## src/core/bmam_cfg.svh

```systemverilog
// Constants for the boot mode and address map block
`ifndef BMAM_CFG_SVH
`define BMAM_CFG_SVH
// Register byte offsets on APB
`define BMAM_OFF_CALL_TABLE_BASE_POINTER_REG 12'h000
`define BMAM_OFF_DH_PMC 12'h004
`define BMAM_OFF_DL_PMC 12'h008
`define BMAM_OFF_CT_PMC 12'h00c
`define BMAM_OFF_CM_PMC 12'h010
`define BMAM_OFF_BUSW 12'h014
`define BMAM_OFF_STATUS 12'h018
`define BMAM_OFF_PC_CALC 12'h01c
`define BMAM_OFF_PC_RES 12'h020
`define BMAM_OFF_DA_CALC 12'h024
`define BMAM_OFF_DA_RES 12'h028
`define BMAM_OFF_VEC_SEL 12'h02c
`define BMAM_OFF_VEC_RES 12'h030
// Edges counted after reset before the mode is latched
`define BMAM_SETTLE_CNT 2'h2
// Call table base pointer writable bits
`define BMAM_CALL_TABLE_BASE_POINTER_MASK 32'h03ff_fffe
// Port mode-control reset values
`define BMAM_DH_EXT 8'hff
`define BMAM_DL_EXT 16'hffff
`define BMAM_CT_EXT 8'h53
`define BMAM_CM_EXT 8'h03
`define BMAM_DH_INT 8'h00
`define BMAM_DL_INT 16'h0000
`define BMAM_CT_INT 8'h00
`define BMAM_CM_INT 8'h00
`define BMAM_BUSW_RST 16'h5555
// Address map
`define BMAM_PC_MASK 32'h03ff_ffff
`define BMAM_PHYS_MASK 32'h0fff_ffff
`define BMAM_PIO_WIN_LO 32'h03ff_f000
`define BMAM_ROM_TOP 32'h000f_ffff
`define BMAM_ROM_POP_TOP 32'h0001_ffff
// Vector table
`define BMAM_VEC_RESET 32'h0000_0000
`define BMAM_VEC_NMI 32'h0000_0010
`define BMAM_VEC_TRAPA 32'h0000_0040
`define BMAM_VEC_TRAPB 32'h0000_0050
`define BMAM_VEC_ILGOP 32'h0000_0060
`define BMAM_VEC_EXTP0 32'h0000_0080
`define BMAM_VEC_DMA0 32'h0000_0290
`define BMAM_VEC_AD0 32'h0000_03a0
`define BMAM_VEC_AD1 32'h0000_03b0
`define BMAM_VEC_CM5 32'h0000_0450
`define BMAM_VEC_STEP 32'h0000_0010
`define BMAM_NUM_EXTP 3'h5
`define BMAM_NUM_DMA 3'h4
`endif

```

## src/core/bmam_pkg.sv

```systemverilog
// Types for the boot mode and address map block
package bmam_pkg;
    typedef enum logic [1:0] {
        BMAM_MODE_EXT,
        BMAM_MODE_INT,
        BMAM_MODE_FLASH,
        BMAM_MODE_BAD
    } bmam_mode_e;

    typedef struct packed {
        logic [7:0] dh;
        logic [15:0] dl;
        logic [7:0] ct;
        logic [7:0] cm;
    } bmam_pmc_s;

    typedef struct packed {
        logic [11:0] paddr;
        logic psel;
        logic penable;
        logic pwrite;
        logic [31:0] pwdata;
    } bmam_apb_req_s;
endpackage

```

## src/core/bmam_top.sv

```systemverilog
// Boot mode decode, address wrap and vector table block with APB registers
//
// Design decisions made here: register access over APB and the register offsets.
`timescale 1ns/100ps
`default_nettype none
`include "bmam_cfg.svh"

module bmam_top (
    input wire logic pclk, // APB clock, 100 MHz
    input wire logic presetn, // Async reset, active low
    input wire logic clk_en, // Freezes all state when low
    input wire bmam_pkg::bmam_apb_req_s apb_req, // APB request group
    output logic [31:0] prdata, // APB read data
    output logic pready, // APB ready
    output logic pslverr, // APB error on unmapped address
    input wire logic mode_select_primary_pin, // Primary mode pin (logic level)
    input wire logic mode_select_secondary_pin, // Secondary mode pin
    input wire logic mode_or_program_voltage_pin, // High when program voltage present
    input wire logic flash_variant, // Strap: device is the flash variant
    output logic [1:0] boot_mode, // Decoded mode, bmam_mode_e code
    output bmam_pkg::bmam_pmc_s pmc_out, // Port pin control mode bits
    output logic bus_16bit, // External data bus forced 16 bits
    output logic rom_access_en, // Internal ROM fetch and data allowed
    output logic flash_prog_en, // External programmer may write flash
    output logic [31:0] reset_entry // Reset branch target
);
    // Pin synchronisers, two stages each
    logic [3:0] pin_s1_r;
    logic [3:0] pin_s2_r;
    always_ff @(posedge pclk or negedge presetn) begin
        if (!presetn) begin
            pin_s1_r <= 4'h0;
            pin_s2_r <= 4'h0;
        end else if (clk_en) begin
            pin_s1_r <= {flash_variant, mode_or_program_voltage_pin,
                         mode_select_primary_pin, mode_select_secondary_pin};
            pin_s2_r <= pin_s1_r;
        end
    end

    // Mode decode from synchronised pins
    bmam_pkg::bmam_mode_e mode_nxt;
    always_comb begin
        if (pin_s2_r[3] && pin_s2_r[2] && pin_s2_r[0]) begin
            mode_nxt = bmam_pkg::BMAM_MODE_FLASH;
        end else if (!pin_s2_r[1] && !pin_s2_r[2] && !pin_s2_r[0]) begin
            mode_nxt = bmam_pkg::BMAM_MODE_EXT;
        end else if (!pin_s2_r[1] && !pin_s2_r[2] && pin_s2_r[0]) begin
            mode_nxt = bmam_pkg::BMAM_MODE_INT;
        end else begin
            mode_nxt = bmam_pkg::BMAM_MODE_BAD;
        end
    end

    // Mode latched once after reset release; pins are held fixed afterwards
    bmam_pkg::bmam_mode_e mode_r;
    logic [1:0] settle_r;
    logic init_done_r;
    always_ff @(posedge pclk or negedge presetn) begin
        if (!presetn) begin
            mode_r <= bmam_pkg::BMAM_MODE_BAD;
            settle_r <= 2'h0;
            init_done_r <= 1'b0;
        end else if (clk_en && !init_done_r) begin
            if (settle_r == `BMAM_SETTLE_CNT) begin
                mode_r <= mode_nxt;
                init_done_r <= 1'b1;
            end else begin
                settle_r <= settle_r + 2'h1;
            end
        end
    end

    // APB decode
    logic acc_w;
    logic wr_w;
    logic [11:0] a_w;
    logic hit_w;
    assign a_w = apb_req.paddr;
    assign acc_w = clk_en && apb_req.psel && apb_req.penable && !pready;
    assign wr_w = acc_w && apb_req.pwrite && hit_w && init_done_r;
    always_comb begin
        if (a_w == `BMAM_OFF_CALL_TABLE_BASE_POINTER_REG || a_w == `BMAM_OFF_DH_PMC ||
            a_w == `BMAM_OFF_DL_PMC || a_w == `BMAM_OFF_CT_PMC ||
            a_w == `BMAM_OFF_CM_PMC || a_w == `BMAM_OFF_BUSW ||
            a_w == `BMAM_OFF_STATUS || a_w == `BMAM_OFF_PC_CALC ||
            a_w == `BMAM_OFF_PC_RES || a_w == `BMAM_OFF_DA_CALC ||
            a_w == `BMAM_OFF_DA_RES || a_w == `BMAM_OFF_VEC_SEL ||
            a_w == `BMAM_OFF_VEC_RES) begin
            hit_w = 1'b1;
        end else begin
            hit_w = 1'b0;
        end
    end

    // Call table base pointer
    logic [31:0] call_table_base_pointer_r;
    always_ff @(posedge pclk or negedge presetn) begin
        if (!presetn) begin
            call_table_base_pointer_r <= 32'h0;
        end else if (wr_w && a_w == `BMAM_OFF_CALL_TABLE_BASE_POINTER_REG) begin
            call_table_base_pointer_r <= apb_req.pwdata & `BMAM_CALL_TABLE_BASE_POINTER_MASK;
        end
    end

    // Port mode-control registers and bus width; load mode reset values
    bmam_pkg::bmam_pmc_s pmc_r;
    logic [15:0] busw_r;
    logic loaded_r;
    always_ff @(posedge pclk or negedge presetn) begin
        if (!presetn) begin
            pmc_r <= '0;
            busw_r <= `BMAM_BUSW_RST;
            loaded_r <= 1'b0;
        end else if (clk_en) begin
            if (init_done_r && !loaded_r) begin
                loaded_r <= 1'b1;
                if (mode_r == bmam_pkg::BMAM_MODE_EXT) begin
                    pmc_r.dh <= `BMAM_DH_EXT;
                    pmc_r.dl <= `BMAM_DL_EXT;
                    pmc_r.ct <= `BMAM_CT_EXT;
                    pmc_r.cm <= `BMAM_CM_EXT;
                end else begin
                    pmc_r.dh <= `BMAM_DH_INT;
                    pmc_r.dl <= `BMAM_DL_INT;
                    pmc_r.ct <= `BMAM_CT_INT;
                    pmc_r.cm <= `BMAM_CM_INT;
                end
            end else if (wr_w && loaded_r) begin
                // Software switches pins to control mode
                if (a_w == `BMAM_OFF_DH_PMC) begin
                    pmc_r.dh <= apb_req.pwdata[7:0];
                end else if (a_w == `BMAM_OFF_DL_PMC) begin
                    pmc_r.dl <= apb_req.pwdata[15:0];
                end else if (a_w == `BMAM_OFF_CT_PMC) begin
                    pmc_r.ct <= apb_req.pwdata[7:0];
                end else if (a_w == `BMAM_OFF_CM_PMC) begin
                    pmc_r.cm <= apb_req.pwdata[7:0];
                end else if (a_w == `BMAM_OFF_BUSW) begin
                    busw_r <= apb_req.pwdata[15:0];
                end
            end
        end
    end

    // Branch target calculator: 26-bit wrap inside program space
    logic [31:0] pc_calc_r;
    logic [31:0] pc_res_w;
    logic pc_bad_w;
    always_ff @(posedge pclk or negedge presetn) begin
        if (!presetn) begin
            pc_calc_r <= 32'h0;
        end else if (wr_w && a_w == `BMAM_OFF_PC_CALC) begin
            pc_calc_r <= apb_req.pwdata;
        end
    end
    // Sum of base and offset, upper six bits dropped
    assign pc_res_w = (call_table_base_pointer_r + pc_calc_r) & `BMAM_PC_MASK;
    assign pc_bad_w = (pc_res_w >= `BMAM_PIO_WIN_LO);

    // Operand address calculator: 32-bit wrap, then 28-bit physical
    logic [31:0] da_calc_r;
    logic [31:0] da_sum_w;
    logic [31:0] da_phys_w;
    logic da_rom_w;
    logic da_undef_w;
    always_ff @(posedge pclk or negedge presetn) begin
        if (!presetn) begin
            da_calc_r <= 32'h0;
        end else if (wr_w && a_w == `BMAM_OFF_DA_CALC) begin
            da_calc_r <= apb_req.pwdata;
        end
    end
    assign da_sum_w = call_table_base_pointer_r + da_calc_r;
    assign da_phys_w = da_sum_w & `BMAM_PHYS_MASK;
    assign da_rom_w = (da_phys_w <= `BMAM_ROM_TOP);
    assign da_undef_w = da_rom_w && (da_phys_w > `BMAM_ROM_POP_TOP);

    // Vector lookup: source code selects handler address
    logic [7:0] vec_sel_r;
    logic [31:0] vec_addr_w;
    logic vec_ok_w;
    always_ff @(posedge pclk or negedge presetn) begin
        if (!presetn) begin
            vec_sel_r <= 8'h0;
        end else if (wr_w && a_w == `BMAM_OFF_VEC_SEL) begin
            vec_sel_r <= apb_req.pwdata[7:0];
        end
    end
    // Codes: 0 reset,1 nmi,2 trapA,3 trapB,4 ilgop,8+n ext pin,16+n dma,24/25 ad,26 cm
    always_comb begin
        vec_ok_w = 1'b1;
        if (vec_sel_r == 8'h00) begin
            vec_addr_w = `BMAM_VEC_RESET;
        end else if (vec_sel_r == 8'h01) begin
            vec_addr_w = `BMAM_VEC_NMI;
        end else if (vec_sel_r == 8'h02) begin
            vec_addr_w = `BMAM_VEC_TRAPA;
        end else if (vec_sel_r == 8'h03) begin
            vec_addr_w = `BMAM_VEC_TRAPB;
        end else if (vec_sel_r == 8'h04) begin
            vec_addr_w = `BMAM_VEC_ILGOP;
        end else if (vec_sel_r[7:3] == 5'h01 && vec_sel_r[2:0] < `BMAM_NUM_EXTP) begin
            vec_addr_w = `BMAM_VEC_EXTP0 + {25'h0, vec_sel_r[2:0], 4'h0};
        end else if (vec_sel_r[7:3] == 5'h02 && vec_sel_r[2:0] < `BMAM_NUM_DMA) begin
            vec_addr_w = `BMAM_VEC_DMA0 + {25'h0, vec_sel_r[2:0], 4'h0};
        end else if (vec_sel_r == 8'h18) begin
            vec_addr_w = `BMAM_VEC_AD0;
        end else if (vec_sel_r == 8'h19) begin
            vec_addr_w = `BMAM_VEC_AD1;
        end else if (vec_sel_r == 8'h1a) begin
            vec_addr_w = `BMAM_VEC_CM5;
        end else begin
            vec_addr_w = `BMAM_VEC_RESET;
            vec_ok_w = 1'b0;
        end
    end

    // Read mux and APB answer, one wait state in each access phase
    logic [31:0] rd_nxt;
    always_comb begin
        if (a_w == `BMAM_OFF_CALL_TABLE_BASE_POINTER_REG) begin
            rd_nxt = call_table_base_pointer_r;
        end else if (a_w == `BMAM_OFF_DH_PMC) begin
            rd_nxt = {24'h0, pmc_r.dh};
        end else if (a_w == `BMAM_OFF_DL_PMC) begin
            rd_nxt = {16'h0, pmc_r.dl};
        end else if (a_w == `BMAM_OFF_CT_PMC) begin
            rd_nxt = {24'h0, pmc_r.ct};
        end else if (a_w == `BMAM_OFF_CM_PMC) begin
            rd_nxt = {24'h0, pmc_r.cm};
        end else if (a_w == `BMAM_OFF_BUSW) begin
            rd_nxt = {16'h0, busw_r};
        end else if (a_w == `BMAM_OFF_STATUS) begin
            rd_nxt = {27'h0, loaded_r, init_done_r, 1'b0, mode_r};
        end else if (a_w == `BMAM_OFF_PC_CALC) begin
            rd_nxt = pc_calc_r;
        end else if (a_w == `BMAM_OFF_PC_RES) begin
            rd_nxt = {pc_bad_w, pc_res_w[30:0]};
        end else if (a_w == `BMAM_OFF_DA_CALC) begin
            rd_nxt = da_calc_r;
        end else if (a_w == `BMAM_OFF_DA_RES) begin
            rd_nxt = {da_rom_w, da_undef_w, 2'h0, da_phys_w[27:0]};
        end else if (a_w == `BMAM_OFF_VEC_SEL) begin
            rd_nxt = {24'h0, vec_sel_r};
        end else if (a_w == `BMAM_OFF_VEC_RES) begin
            rd_nxt = {vec_ok_w, vec_addr_w[30:0]};
        end else begin
            rd_nxt = 32'h0;
        end
    end

    // APB response registers
    always_ff @(posedge pclk or negedge presetn) begin
        if (!presetn) begin
            pready <= 1'b0;
            prdata <= 32'h0;
            pslverr <= 1'b0;
        end else if (clk_en) begin
            pready <= acc_w;
            pslverr <= acc_w && !hit_w;
            if (acc_w && !apb_req.pwrite) begin
                prdata <= rd_nxt;
            end
        end
    end

    // Mode-driven outputs
    always_ff @(posedge pclk or negedge presetn) begin
        if (!presetn) begin
            boot_mode <= bmam_pkg::BMAM_MODE_BAD;
            pmc_out <= '0;
            bus_16bit <= 1'b0;
            rom_access_en <= 1'b0;
            flash_prog_en <= 1'b0;
            reset_entry <= 32'h0;
        end else if (clk_en) begin
            boot_mode <= mode_r;
            pmc_out <= pmc_r;
            bus_16bit <= loaded_r && mode_r == bmam_pkg::BMAM_MODE_EXT;
            rom_access_en <= loaded_r && mode_r != bmam_pkg::BMAM_MODE_EXT;
            flash_prog_en <= loaded_r && mode_r == bmam_pkg::BMAM_MODE_FLASH;
            reset_entry <= `BMAM_VEC_RESET;
        end
    end
endmodule
`default_nettype wire

```

## config.mk

```make
export PLATFORM = sky130hd
export DESIGN_NAME = bmam_top
export DESIGN_NICKNAME = d
export VERILOG_FILES = /design/src/core/bmam_pkg.sv /design/src/core/bmam_top.sv
export VERILOG_INCLUDE_DIRS = /design/src /design/src/core
export SDC_FILE = /design/constraint.sdc
export NUM_CORES = 1
export LEC_CHECK = 0
export BUFFER_PORTS_ARGS = -buffer_cell sky130_fd_sc_hd__clkbuf_2
export CELL_PAD_IN_SITES_DETAIL_PLACEMENT = 1
export CELL_PAD_IN_SITES_GLOBAL_PLACEMENT = 1
export CORE_MARGIN = 4
export CORE_UTILIZATION = 23
export CTS_CLUSTER_SIZE = 14
export DETAILED_ROUTE_END_ITERATION = 6
export GPL_TIMING_DRIVEN = 0
export PLACE_DENSITY_LB_ADDON = 0.1
export SETUP_SLACK_MARGIN = 0.05
export SYNTH_ARGS = -nofsm -noshare
export SYNTH_HDL_FRONTEND = slang
export SYNTH_SLANG_ARGS = --single-unit
export TNS_END_PERCENT = 1
```

## constraint.sdc

```tcl
create_clock -name pclk -period 6 [get_ports pclk]
set_input_delay 0 -clock pclk [delete_from_list [all_inputs] [get_ports pclk]]
set_output_delay 0 -clock pclk [all_outputs]
set_load 0.01 [all_outputs]
```

==> results of run 1 <==
==> critical path, stage by stage (launching register included) <==
cell	delay, ns
dfrtp_1	0.42
ha_1	0.27
fa_1	0.43
a21o_1	0.22
a221oi_2	0.46
o21bai_2	0.27
a31oi_1	0.32
mux2i_1	0.24
nand3b_1	0.12
nor4_1	0.61
o2111ai_1	0.31
nand3_1	0.16
==> final timing paths <==
kind | from | depth (start not counted) | slack (ns) | endpoint
setup / recovery | call_table_base_pointer_r[1] | 11 | 2.10 | prdata[31]
hold / removal | apb_req[32] | 4 | 0.04 | prdata[7]
setup reg to reg | call_table_base_pointer_r[1] | 11 | 2.10 | prdata[31]
hold reg to reg | prdata[0] | 2 | 0.48 | prdata[0]
max in group asynchronous | presetn | 5 | 4.65 | busw_r[14]
min in group asynchronous | presetn | 4 | 0.50 | prdata[29]
==> metal layers <==
layer  wire, um  part of all wire  GRT usage
met5          0                 0          0
met4        748             0.013     0.0227
met3       1900             0.032     0.0235
met2      28300              0.48      0.297
met1      28500              0.48      0.246
==> sequential cells by signal, summed over array words and instances, names as in the netlist <==
register,count
pmc_r,40
flash_prog_en,1
boot_mode,2
settle_r,2
pmc_out,40
loaded_r,1
pin_s2_r,4
da_calc_r,32
rom_access_en,1
init_done_r,1
pslverr,1
pc_calc_r,32
call_table_base_pointer_r,25
prdata,32
mode_r,2
vec_sel_r,8
pin_s1_r,4
pready,1
busw_r,16
bus_16bit,1
==> power by group through the flow <==
stage	clock network, W	logic [W]	registers, W
after floorplan	0	0.000298	0.00217
after global placement	0	0.000655	0.00222
after detailed placement	0	0.000675	0.00223
after CTS	0.00191	0.000706	0.00220
after global routing	0.00197	0.000772	0.00224
final	0.00183	0.000687	0.00220
==> synth_stat cells, types with 9 or more instances <==
| master | count |
|---|---|
| dfstp_2 | 12 |
| nand2_1 | 96 |
| xnor2_1 | 24 |
| o21a_1 | 12 |
| o21ai_0 | 67 |
| mux2_2 | 128 |
| a221oi_1 | 23 |
| inv_1 | 32 |
| clkbuf_1 | 33 |
| mux2_1 | 33 |
| and3_1 | 11 |
| a31oi_1 | 22 |
| a22o_1 | 16 |
| ha_1 | 55 |
| nor3_1 | 24 |
| a21oi_1 | 98 |
| nand2b_1 | 16 |
| a22oi_1 | 20 |
| nor2_1 | 96 |
| buf_2 | 12 |
| dfrtp_1 | 234 |
| nand3_1 | 33 |
| a21o_1 | 15 |
| xor2_1 | 10 |
| o211ai_1 | 21 |
| buf_4 | 33 |
| nor2b_1 | 9 |
==> logic make-up (layout without fill, tap and decap cells) <==
| group | count (synthesis) | in the layout |
|---|---|---|
| adders and majority gates | 57 | 57 |
| and+or+nand+nor | 337 | 337 |
| xor gates and xnor gates | 34 | 34 |
| DFF | 246 | 246 |
| muxes | 167 | 167 |
| buffers and inverters | 119 | 353 |
| AOI/OAI and AO/OA | 404 | 404 |
| other | 1 | 32 |
==> layout by cell type (no fill, tap or decap), types with 12 or more instances in the layout <==
cell type      Yosys  final
dfrtp_1          234    234
a221oi_1          23     23
dlygate4sd3_1      0     43
a22oi_1           20     20
o211ai_1          21     21
mux2_1            33     33
nor2_1            96     96
buf_2             12     12
a21o_1            15     15
a22o_1            16     16
xnor2_1           24     24
inv_1             32     32
a31oi_1           22     22
nand2_1           96     96
mux2_2           128    128
ha_1              55     55
a21oi_1           98     98
nand2b_1          16     16
nand3_1           33     33
clkbuf_16          0     31
nor3_1            24     24
conb_1             1     32
o21a_1            12     12
dfstp_2           12     12
clkbuf_2           0    129
clkbuf_1          33     43
buf_4             33     33
o21ai_0           67     67
==> metrics by stage <==
step                std cells  setup WS [ns]  TNS [ns]
floorplan                1396           3.11         0
global placement         2308         -0.836   -181.22
detailed placement       2311           2.10         0
CTS                      2412           2.08         0
global route             2412           1.86         0
finish                   2412           2.10         0
==> layout make-up <==
| cell class | instances | area [sq um] |
|---|---|---|
| well taps | 782 | 978 |
| plain buffers | 87 | 517 |
| repair buffers | 177 | 1200 |
| clock buffers | 50 | 937 |
| fillers | 6933 | 43300 |
| flip-flops and latches | 246 | 6170 |
| inverters | 32 | 120 |
| multi-input cells | 1031 | 7530 |
| clock inverters | 7 | 55.1 |
==> reports/metrics.yaml, run 1 <==
global_routing:
  overflow: 0
  grt_pass1_wl_um: 88400
  grt.total_usage: 0.175
  grt_pass1_vias: 12900
  grt_max_degree: 86
  antenna_found_initial: 1
critical_path:
  critPathArrivalTime_ns: 4.44
  crit_path_end_kind: "flip-flop"
  worst_ep_required_time_ns: 6.55
  cp-start-kind: "flip-flop"
  worstPathMaxFanout: 7
  path_class: "flip-flop to flip-flop"
outcome:
  outcome: "completed"
clock_network:
  h-tree-depth: 1
  clkTransAtPathRegs_ns: 0.06
  cts-root-buf: "clkbuf_16"
  holdBufCountCts: 44
  cts_buffers: 31
  cts_resized: 0
  clockBufferDepth: 3
  tritoncts: "built"
  insertion_delay_ns: 0.62
  cts_sinks: 246
  post_cts_buffers: 0
power:
  power_density_nw_per_um2: 269
  leakagePower_nw: 8.07
  p_sw_frac: 0.295
  seqPwrFrac: 0.466
  pwr-share-comb: 0.146
  vdd_drop_max_v: 0.000197
  power.total_w: 0.00472
  switchingPower_w: 0.00139
  p_int_w: 0.00332
  clockPowerShare: 0.389
floorplan:
  num_rows: 90
  num_io_pins: 165
  dieArea_sq_um: 65900
  fp.dieH_um: 257
  start_util: 0.234
  die-width_um: 257
  core_sq_um: 60800
synth:
  synth_area_sq_um: 14200
  synth-xor-area-share: 0.0209
  synthTopCellsByArea: "dfrtp_1 41%, mux2_2 10%, ha_1 4.8%"
  synth_ff_type: "dfrtp_1"
  synthAdderAreaFrac: 0.0512
  synthSimpleGateAreaFrac: 0.117
  synth_top_area_share: 0.412
  synthMuxAreaShare: 0.133
  ys_async_sr_fraction: 1.00
  yosysSeqAreaShare: 0.434
  syn_area_per_cell_sq_um: 10.4
  yosysUniqueCellTypes: 99
  synth_compound_area_frac: 0.199
  synth_cells: 1365
  synth_top_family_by_area: "compound AO/OA/AOI/OAI gates"
  synth_edf_count: 0
  synth_top_area_cell: "dfrtp_1"
  ys_seq_elements: 246
  yosys_warnings: 0
timing:
  drv_slew: 0
  fin_crit_sh: 0.649
  slew_headroom: 0.0784
  hold_viol: 0
  min_period_ns: 3.90
  grt_setup_unrepaired: "false"
  tightestPinTransition_ns: 1.38
  setup_viol: 0
  fmaxAchievable_mhz: 257
  timing.hold.ws_ns: 0.0407
  skew_ns: 0.0338
cells_and_area:
  final_core_util: 0.288
  area_growth_pct: 23.1
  antenna_cells: 0
  fin_area_sq_um: 17500
  nets: 1717
  layout-drive-gt1-share: 0.252
placed_design:
  place_congestion: 0.827
  port_buffers: 130
  hpwl_um: 45200
  placement.cell_area_sq_um: 16100
route:
  vias_per_cell: 5.03
  drt-wirelength-per-cell_um: 24.6
  drt_pass1_iterations: 5
  routed_wl_um: 59400
  ant_nets: 0
  drc: 0
  vias: 12100
  first_iter_violations: 685
min_path:
  hold_class: "input port to flip-flop"
job:
  maxCapViolations: 0
(Power assumes the default switching activity.)
==> run 2: changes to the inputs <==
==> constraint.sdc (replaced) <==
create_clock -name pclk -period 3.5 [get_ports pclk]
set_input_delay 0 -clock pclk [delete_from_list [all_inputs] [get_ports pclk]]
set_output_delay 0 -clock pclk [all_outputs]
set_load 0.01 [all_outputs]
==> reports/metrics.yaml, run 2 (synthesized netlist as in run 1, its figures left out) <==
outcome:
  outcome: "completed"
power:
  power_density_nw_per_um2: 458
  power.total_w: 0.00809
  leakagePower_nw: 8.11
  vdd_drop_max_v: 0.000340
cells_and_area:
  final_cell_mix: "234 x dfrtp_1, 129 x clkbuf_2, 128 x mux2_2"
  layout-drive-gt1-share: 0.260
  nets: 1719
  fin_cells: 2415
  area_growth_pct: 24.1
  nFillCells: 6912
  reg_top3: "pmc_out x40, pmc_r x40"
  final_core_util: 0.290
  layout_commonest_cell: "dfrtp_1"
route:
  first_iter_violations: 704
  vias: 12200
  drt-wirelength-per-cell_um: 24.6
  vias_per_cell: 5.05
  ant_nets: 0
  drt_pass1_iterations: 5
  routed_wl_um: 59500
  drc: 0
min_path:
  hold_class: "input port to flip-flop"
clock_network:
  cts_sinks: 246
  cts_buffers: 31
  insertion_delay_ns: 0.62
  clockBufferDepth: 3
  h-tree-depth: 1
  clkTransAtPathRegs_ns: 0.06
  cts-root-buf: "clkbuf_16"
  tritoncts: "built"
timing:
  fin_crit_sh: 0.966
  fmaxAchievable_mhz: 296
  drv_slew: 0
  setup_viol: 0
  skew_ns: 0.0355
  slew_headroom: 0.117
  tightestPinTransition_ns: 1.32
  hold_viol: 0
  grt_setup_unrepaired: "true"
  min_period_ns: 3.38
placed_design:
  port_buffers: 130
  hpwl_um: 45200
  placed_cells: 2311
  place_congestion: 0.827
global_routing:
  grt_max_degree: 86
  grt.total_usage: 0.175
  grt_pass1_wl_um: 88400
  overflow: 0
  antenna_found_initial: 1
  grt_pass1_vias: 12900
critical_path:
  critPathArrivalTime_ns: 3.93
  worstPathMaxFanout: 7
  cp-start-kind: "flip-flop"
  crit_path_end_kind: "flip-flop"
  path_class: "flip-flop to flip-flop"
  worst_ep_required_time_ns: 4.05
floorplan:
  fp.dieH_um: 257
  start_util: 0.234
  num_rows: 90
  dieArea_sq_um: 65900
  core_sq_um: 60800
  num_io_pins: 165
  die-width_um: 257
job:
  maxCapViolations: 0
run 2: cell count changes in the layout (fill, tap and decap cells not counted), sizes merged:
cell and delta:
buf +2, diode +1
run 2: metrics by stage:
step | setup TNS, ns | hold WS (ns) | area (sq um) | worst slack, ns
floorplan | 0 | -0.296 | 14300 | 0.610
finish | 0 | 0.0480 | 17700 | 0.120
global placement | -785.43 | 0.234 | 16000 | -3.34
detailed placement | -3.40 | 0.00526 | 16100 | -0.403
global route | -0.0104 | 0.0534 | 17600 | -0.0104
CTS | 0 | 0.0134 | 17600 | 0.0420
run 2: metal layers:
layer | GRT usage | wire length [um] | up-vias
li1 | - | - | 5559
met1 | 0.246 | 28200 | 6359
met2 | 0.297 | 28400 | 218
met3 | 0.0235 | 2060 | 52
met4 | 0.0227 | 750 | 0
met5 | 0 | 0 | -
run 2: area by class of cell:
| class | count | area (sq um) | area share |
|---|---|---|---|
| multi-input combinational | 1031 | 7650 | 0.434 |
| timing repair buffer | 179 | 1210 | 0.0688 |
| inverter | 32 | 120 | 0.00681 |
| tap | 782 | 978 | 0.0554 |
| antenna | 1 | 2.50 | 0.000142 |
| clock inverter | 7 | 55.1 | 0.00312 |
| clock buffer | 50 | 937 | 0.0531 |
| buffer | 87 | 517 | 0.0293 |
| sequential | 246 | 6170 | 0.350 |
run 2: path summary, 6_finish.rpt:
kind | start | end | slack, ns | depth (start not counted)
worst max-delay path | call_table_base_pointer_r[1] | prdata[31] | 0.12 | 11
min in group asynchronous | presetn | prdata[29] | 0.50 | 4
worst max register to register | call_table_base_pointer_r[1] | prdata[31] | 0.12 | 11
worst min register to register | prdata[0] | prdata[0] | 0.48 | 2
worst min-delay path | apb_req[32] | prdata[7] | 0.05 | 4
max in group asynchronous | presetn | busw_r[14] | 2.15 | 5
run 2: what timing repair did:
| item | 4_1_cts | 5_1_grt |
|---|---|---|
| hold endpoints to repair | 257 | 0 |
| hold buffers | 44 | 0 |
| cloned | 0 | 0 |
| endpoints found under the setup margin | 5 | 9 |
| setup buffers | 0 | 2 |
| gates resized for setup | 8 | 15 |
| pin swaps | 0 | 5 |
run 2: critical path: stages, from the launching register on:
cell and delay, ns:
dfrtp_1 0.42, ha_2 0.24, fa_1 0.42, a21o_1 0.24, a221oi_4 0.43, o21bai_4 0.20, nand3_2 0.12, a21boi_0 0.11
or3b_1 0.40, a2111oi_2 0.38, o2111ai_1 0.22, nand3_1 0.13
run 2: power by group:
| part | internal [W] | total, W | switching, W |
|---|---|---|---|
| logic | 0.000560 | 0.00118 | 0.000617 |
| registers | 0.00332 | 0.00377 | 0.000450 |
| clock network | 0.00182 | 0.00314 | 0.00132 |
| total | 0.00570 | 0.00809 | 0.00239 |
==> run 3: changes to the inputs <==
--- a/config.mk
+++ b/config.mk
@@ -6,6 +6,7 @@
 export SDC_FILE = /design/constraint.sdc
 export NUM_CORES = 1
 export LEC_CHECK = 0
+export ABC_AREA = 1
 export BUFFER_PORTS_ARGS = -buffer_cell sky130_fd_sc_hd__clkbuf_2
 export CELL_PAD_IN_SITES_DETAIL_PLACEMENT = 1
 export CELL_PAD_IN_SITES_GLOBAL_PLACEMENT = 1
==> reports/metrics.yaml, run 3 <==
outcome:
  outcome: "completed"
power:
  switchingPower_w: 0.00180
  p_int_w: 0.00540
  pwr-share-comb: 0.074
  clockPowerShare: 0.508
  vdd_drop_max_v: 0.000415
  power_density_nw_per_um2: 396
  leakagePower_nw: 9.03
  p_sw_frac: 0.250
  seqPwrFrac: 0.418
synth:
  yosysUniqueCellTypes: 53
  synth_ff_type: "dfrtp_1"
  syn_area_per_cell_sq_um: 7.27
  yosysSeqAreaShare: 0.421
  synth_area_sq_um: 14700
  synth_top_area_cell: "dfrtp_1"
  synth_top_area_share: 0.399
  yosys_warnings: 0
  ys_async_sr_fraction: 1.00
  ys_seq_elements: 246
  yosys-top-cells-count: "633 x nand2_1, 234 x dfrtp_1, 204 x inv_1, 172 x o21ai_0, 133 x nor2_1"
  yosysMostFrequentCell: "nand2_1"
  synth_edf_count: 0
  synthTopCellsByArea: "dfrtp_1 40%, nand2_1 16%, o21ai_0 5.9%"
  synth_cells: 2016
critical_path:
  r2r-end: "prdata[31]"
  reg2reg_slack_ns: 0.19
  path_class: "flip-flop to flip-flop"
  critPathArrivalTime_ns: 3.86
  crit_path_end_kind: "flip-flop"
  worstPathMaxFanout: 4
  r2r.worst_path.cells: 13
  reg2reg_from: "call_table_base_pointer_r[1]"
  worst_ep_required_time_ns: 4.05
  cp-start-kind: "flip-flop"
  crit_start: "call_table_base_pointer_r[1]"
placed_design:
  port_buffers: 131
  placed_cells: 3026
  dp_worst_setup_slack_ns: -0.614
  placement.cell_area_sq_um: 16600
  place_congestion: 0.859
  hpwl_um: 51500
global_routing:
  overflow: 0
  grt_pass1_vias: 15500
  grt_max_degree: 102
  grt_pass1_wl_um: 99500
  grt.total_usage: 0.192
  antenna_found_initial: 1
min_path:
  hold_start: "apb_req[32]"
  hold_path_depth: 4
  hold_class: "input port to flip-flop"
  hold_path_end: "prdata[16]"
clock_network:
  cts-root-buf: "clkbuf_16"
  clockBufferDepth: 3
  clkTransAtPathRegs_ns: 0.06
  tritoncts: "built"
  cts_buffers: 31
  insertion_delay_ns: 0.63
  h-tree-depth: 1
  cts_sinks: 246
timing:
  finalWorstSetupSlack_ns: 0.192
  setup_viol: 0
  tns_ns: 0
  min_period_ns: 3.31
  skew_ns: 0.0264
  fmaxAchievable_mhz: 302
  drv_slew: 0
  tightestPinTransition_ns: 0.925
  grt_setup_unrepaired: "true"
  fin_crit_sh: 0.945
  slew_headroom: 0.383
  hold_viol: 0
  timing.hold.ws_ns: 0.0909
route:
  drc: 0
  drt-wirelength-per-cell_um: 20.8
  ant_nets: 0
  first_iter_violations: 778
  routed_wl_um: 65000
  drt_pass1_iterations: 5
  vias: 14400
  vias_per_cell: 4.60
floorplan:
  num_rows: 92
  core_sq_um: 63100
  fp.dieH_um: 260
  num_io_pins: 165
  die-width_um: 260
  start_util: 0.232
  dieArea_sq_um: 67800
cells_and_area:
  layout-drive-gt1-share: 0.120
  nets: 2367
  fin_area_sq_um: 18200
  fin_cells: 3127
  nFillCells: 7850
  reg_top3: "pmc_out x40, pmc_r x40"
  layout_commonest_cell: "nand2_1"
  final_cell_mix: "633 x nand2_1, 234 x dfrtp_1, 204 x inv_1"
  area_growth_pct: 24.0
job:
  maxCapViolations: 0
[run 3: cell types whose count changed after synthesis, sizes merged, moves of 18 or more]
cell,before,now
nand2,97,635
o21ai,77,281
inv,32,210
mux2,161,0
nand3,33,94
nor2,97,137
clkbuf,33,57
a221oi,25,4
a22oi,20,0
a31oi,22,2
nand4,8,26
[run 3: power groups by stage]
stage                     combinational [W]  clock (W)  sequential [W]
after global routing               0.000603    0.00389         0.00302
after global placement             0.000491          0         0.00306
after CTS                          0.000549    0.00378         0.00301
final                              0.000533    0.00366         0.00301
after floorplan                    0.000191          0         0.00308
after detailed placement           0.000506          0         0.00306
[run 3: layout make-up]
| type | instances | area [sq um] | share of cell area |
|---|---|---|---|
| Inverter | 211 | 792 | 0.0436 |
| Timing Repair Buffer | 176 | 1180 | 0.0648 |
| Multi-Input combinational cell | 1495 | 7360 | 0.405 |
| Tap cell | 846 | 1060 | 0.0582 |
| Clock inverter | 14 | 267 | 0.0147 |
| Clock buffer | 41 | 863 | 0.0475 |
| Sequential cell | 246 | 6170 | 0.339 |
| Buffer | 95 | 484 | 0.0266 |
| Antenna cell | 3 | 7.51 | 0.000413 |
[run 3: metal layers]
layer / wire length [um] / track usage
met1: 30800 / 0.265
met2: 31100 / 0.331
met3: 1860 / 0.0197
met4: 1180 / 0.0319
met5: 0 / 0
[run 3: per-stage QoR]
stage           util  total power [W]
2_1_floorplan      -          0.00327
3_3_place_gp   0.261          0.00355
3_5_place_dp   0.263          0.00357
4_1_cts        0.287          0.00734
5_1_grt        0.288          0.00752
6_report       0.288          0.00720
[run 3: cells by family (layout without fill, tap and decap cells)]
logic type,Yosys count,count (layout),share of synthesized area
AND/OR/NAND/NOR,938,938,0.262
AO/OA/AOI/OAI,444,444,0.165
buffers and inverters,306,537,0.0870
flip-flops,246,246,0.421
adder cells (fa/ha/maj),57,57,0.0497
XOR/XNOR,20,20,0.0119
multiplexers,4,4,0.00273
other,1,35,0.000256
[run 3: worst max path at each step]
stage | slack, ns | endpoint | cells after the start
finish | 0.19 | prdata[31] | 13
CTS | 0.05 | pc_calc_r[18] | 14
detailed placement | -0.61 | call_table_base_pointer_r[23] | 14
global route | -0.06 | prdata[31] | 17
floorplan | 1.04 | prdata[30] | 15
global placement | -3.34 | pmc_out[29] | 1
[run 3: what timing repair did]
item                                    4_1_cts  5_1_grt
hold endpoints to repair                    296        0
endpoints found under the setup margin        5      107
gates resized for setup                       1        6
pin swaps                                     0        0
setup buffers                                 0        1
hold buffers                                 42        0
cloned                                        0        0
[run 3: critical path, cell delays in order, from the launching register on]
cell	delay (ns)
dfrtp_1	0.47
ha_1	0.28
fa_1	0.41
nand3_1	0.13
nand3_1	0.24
nand4_1	0.19
nand3_1	0.16
xor2_1	0.38
nand4_1	0.20
nor3_2	0.25
nand4_1	0.24
nand2_1	0.16
nand2_1	0.07
nand2_1	0.06
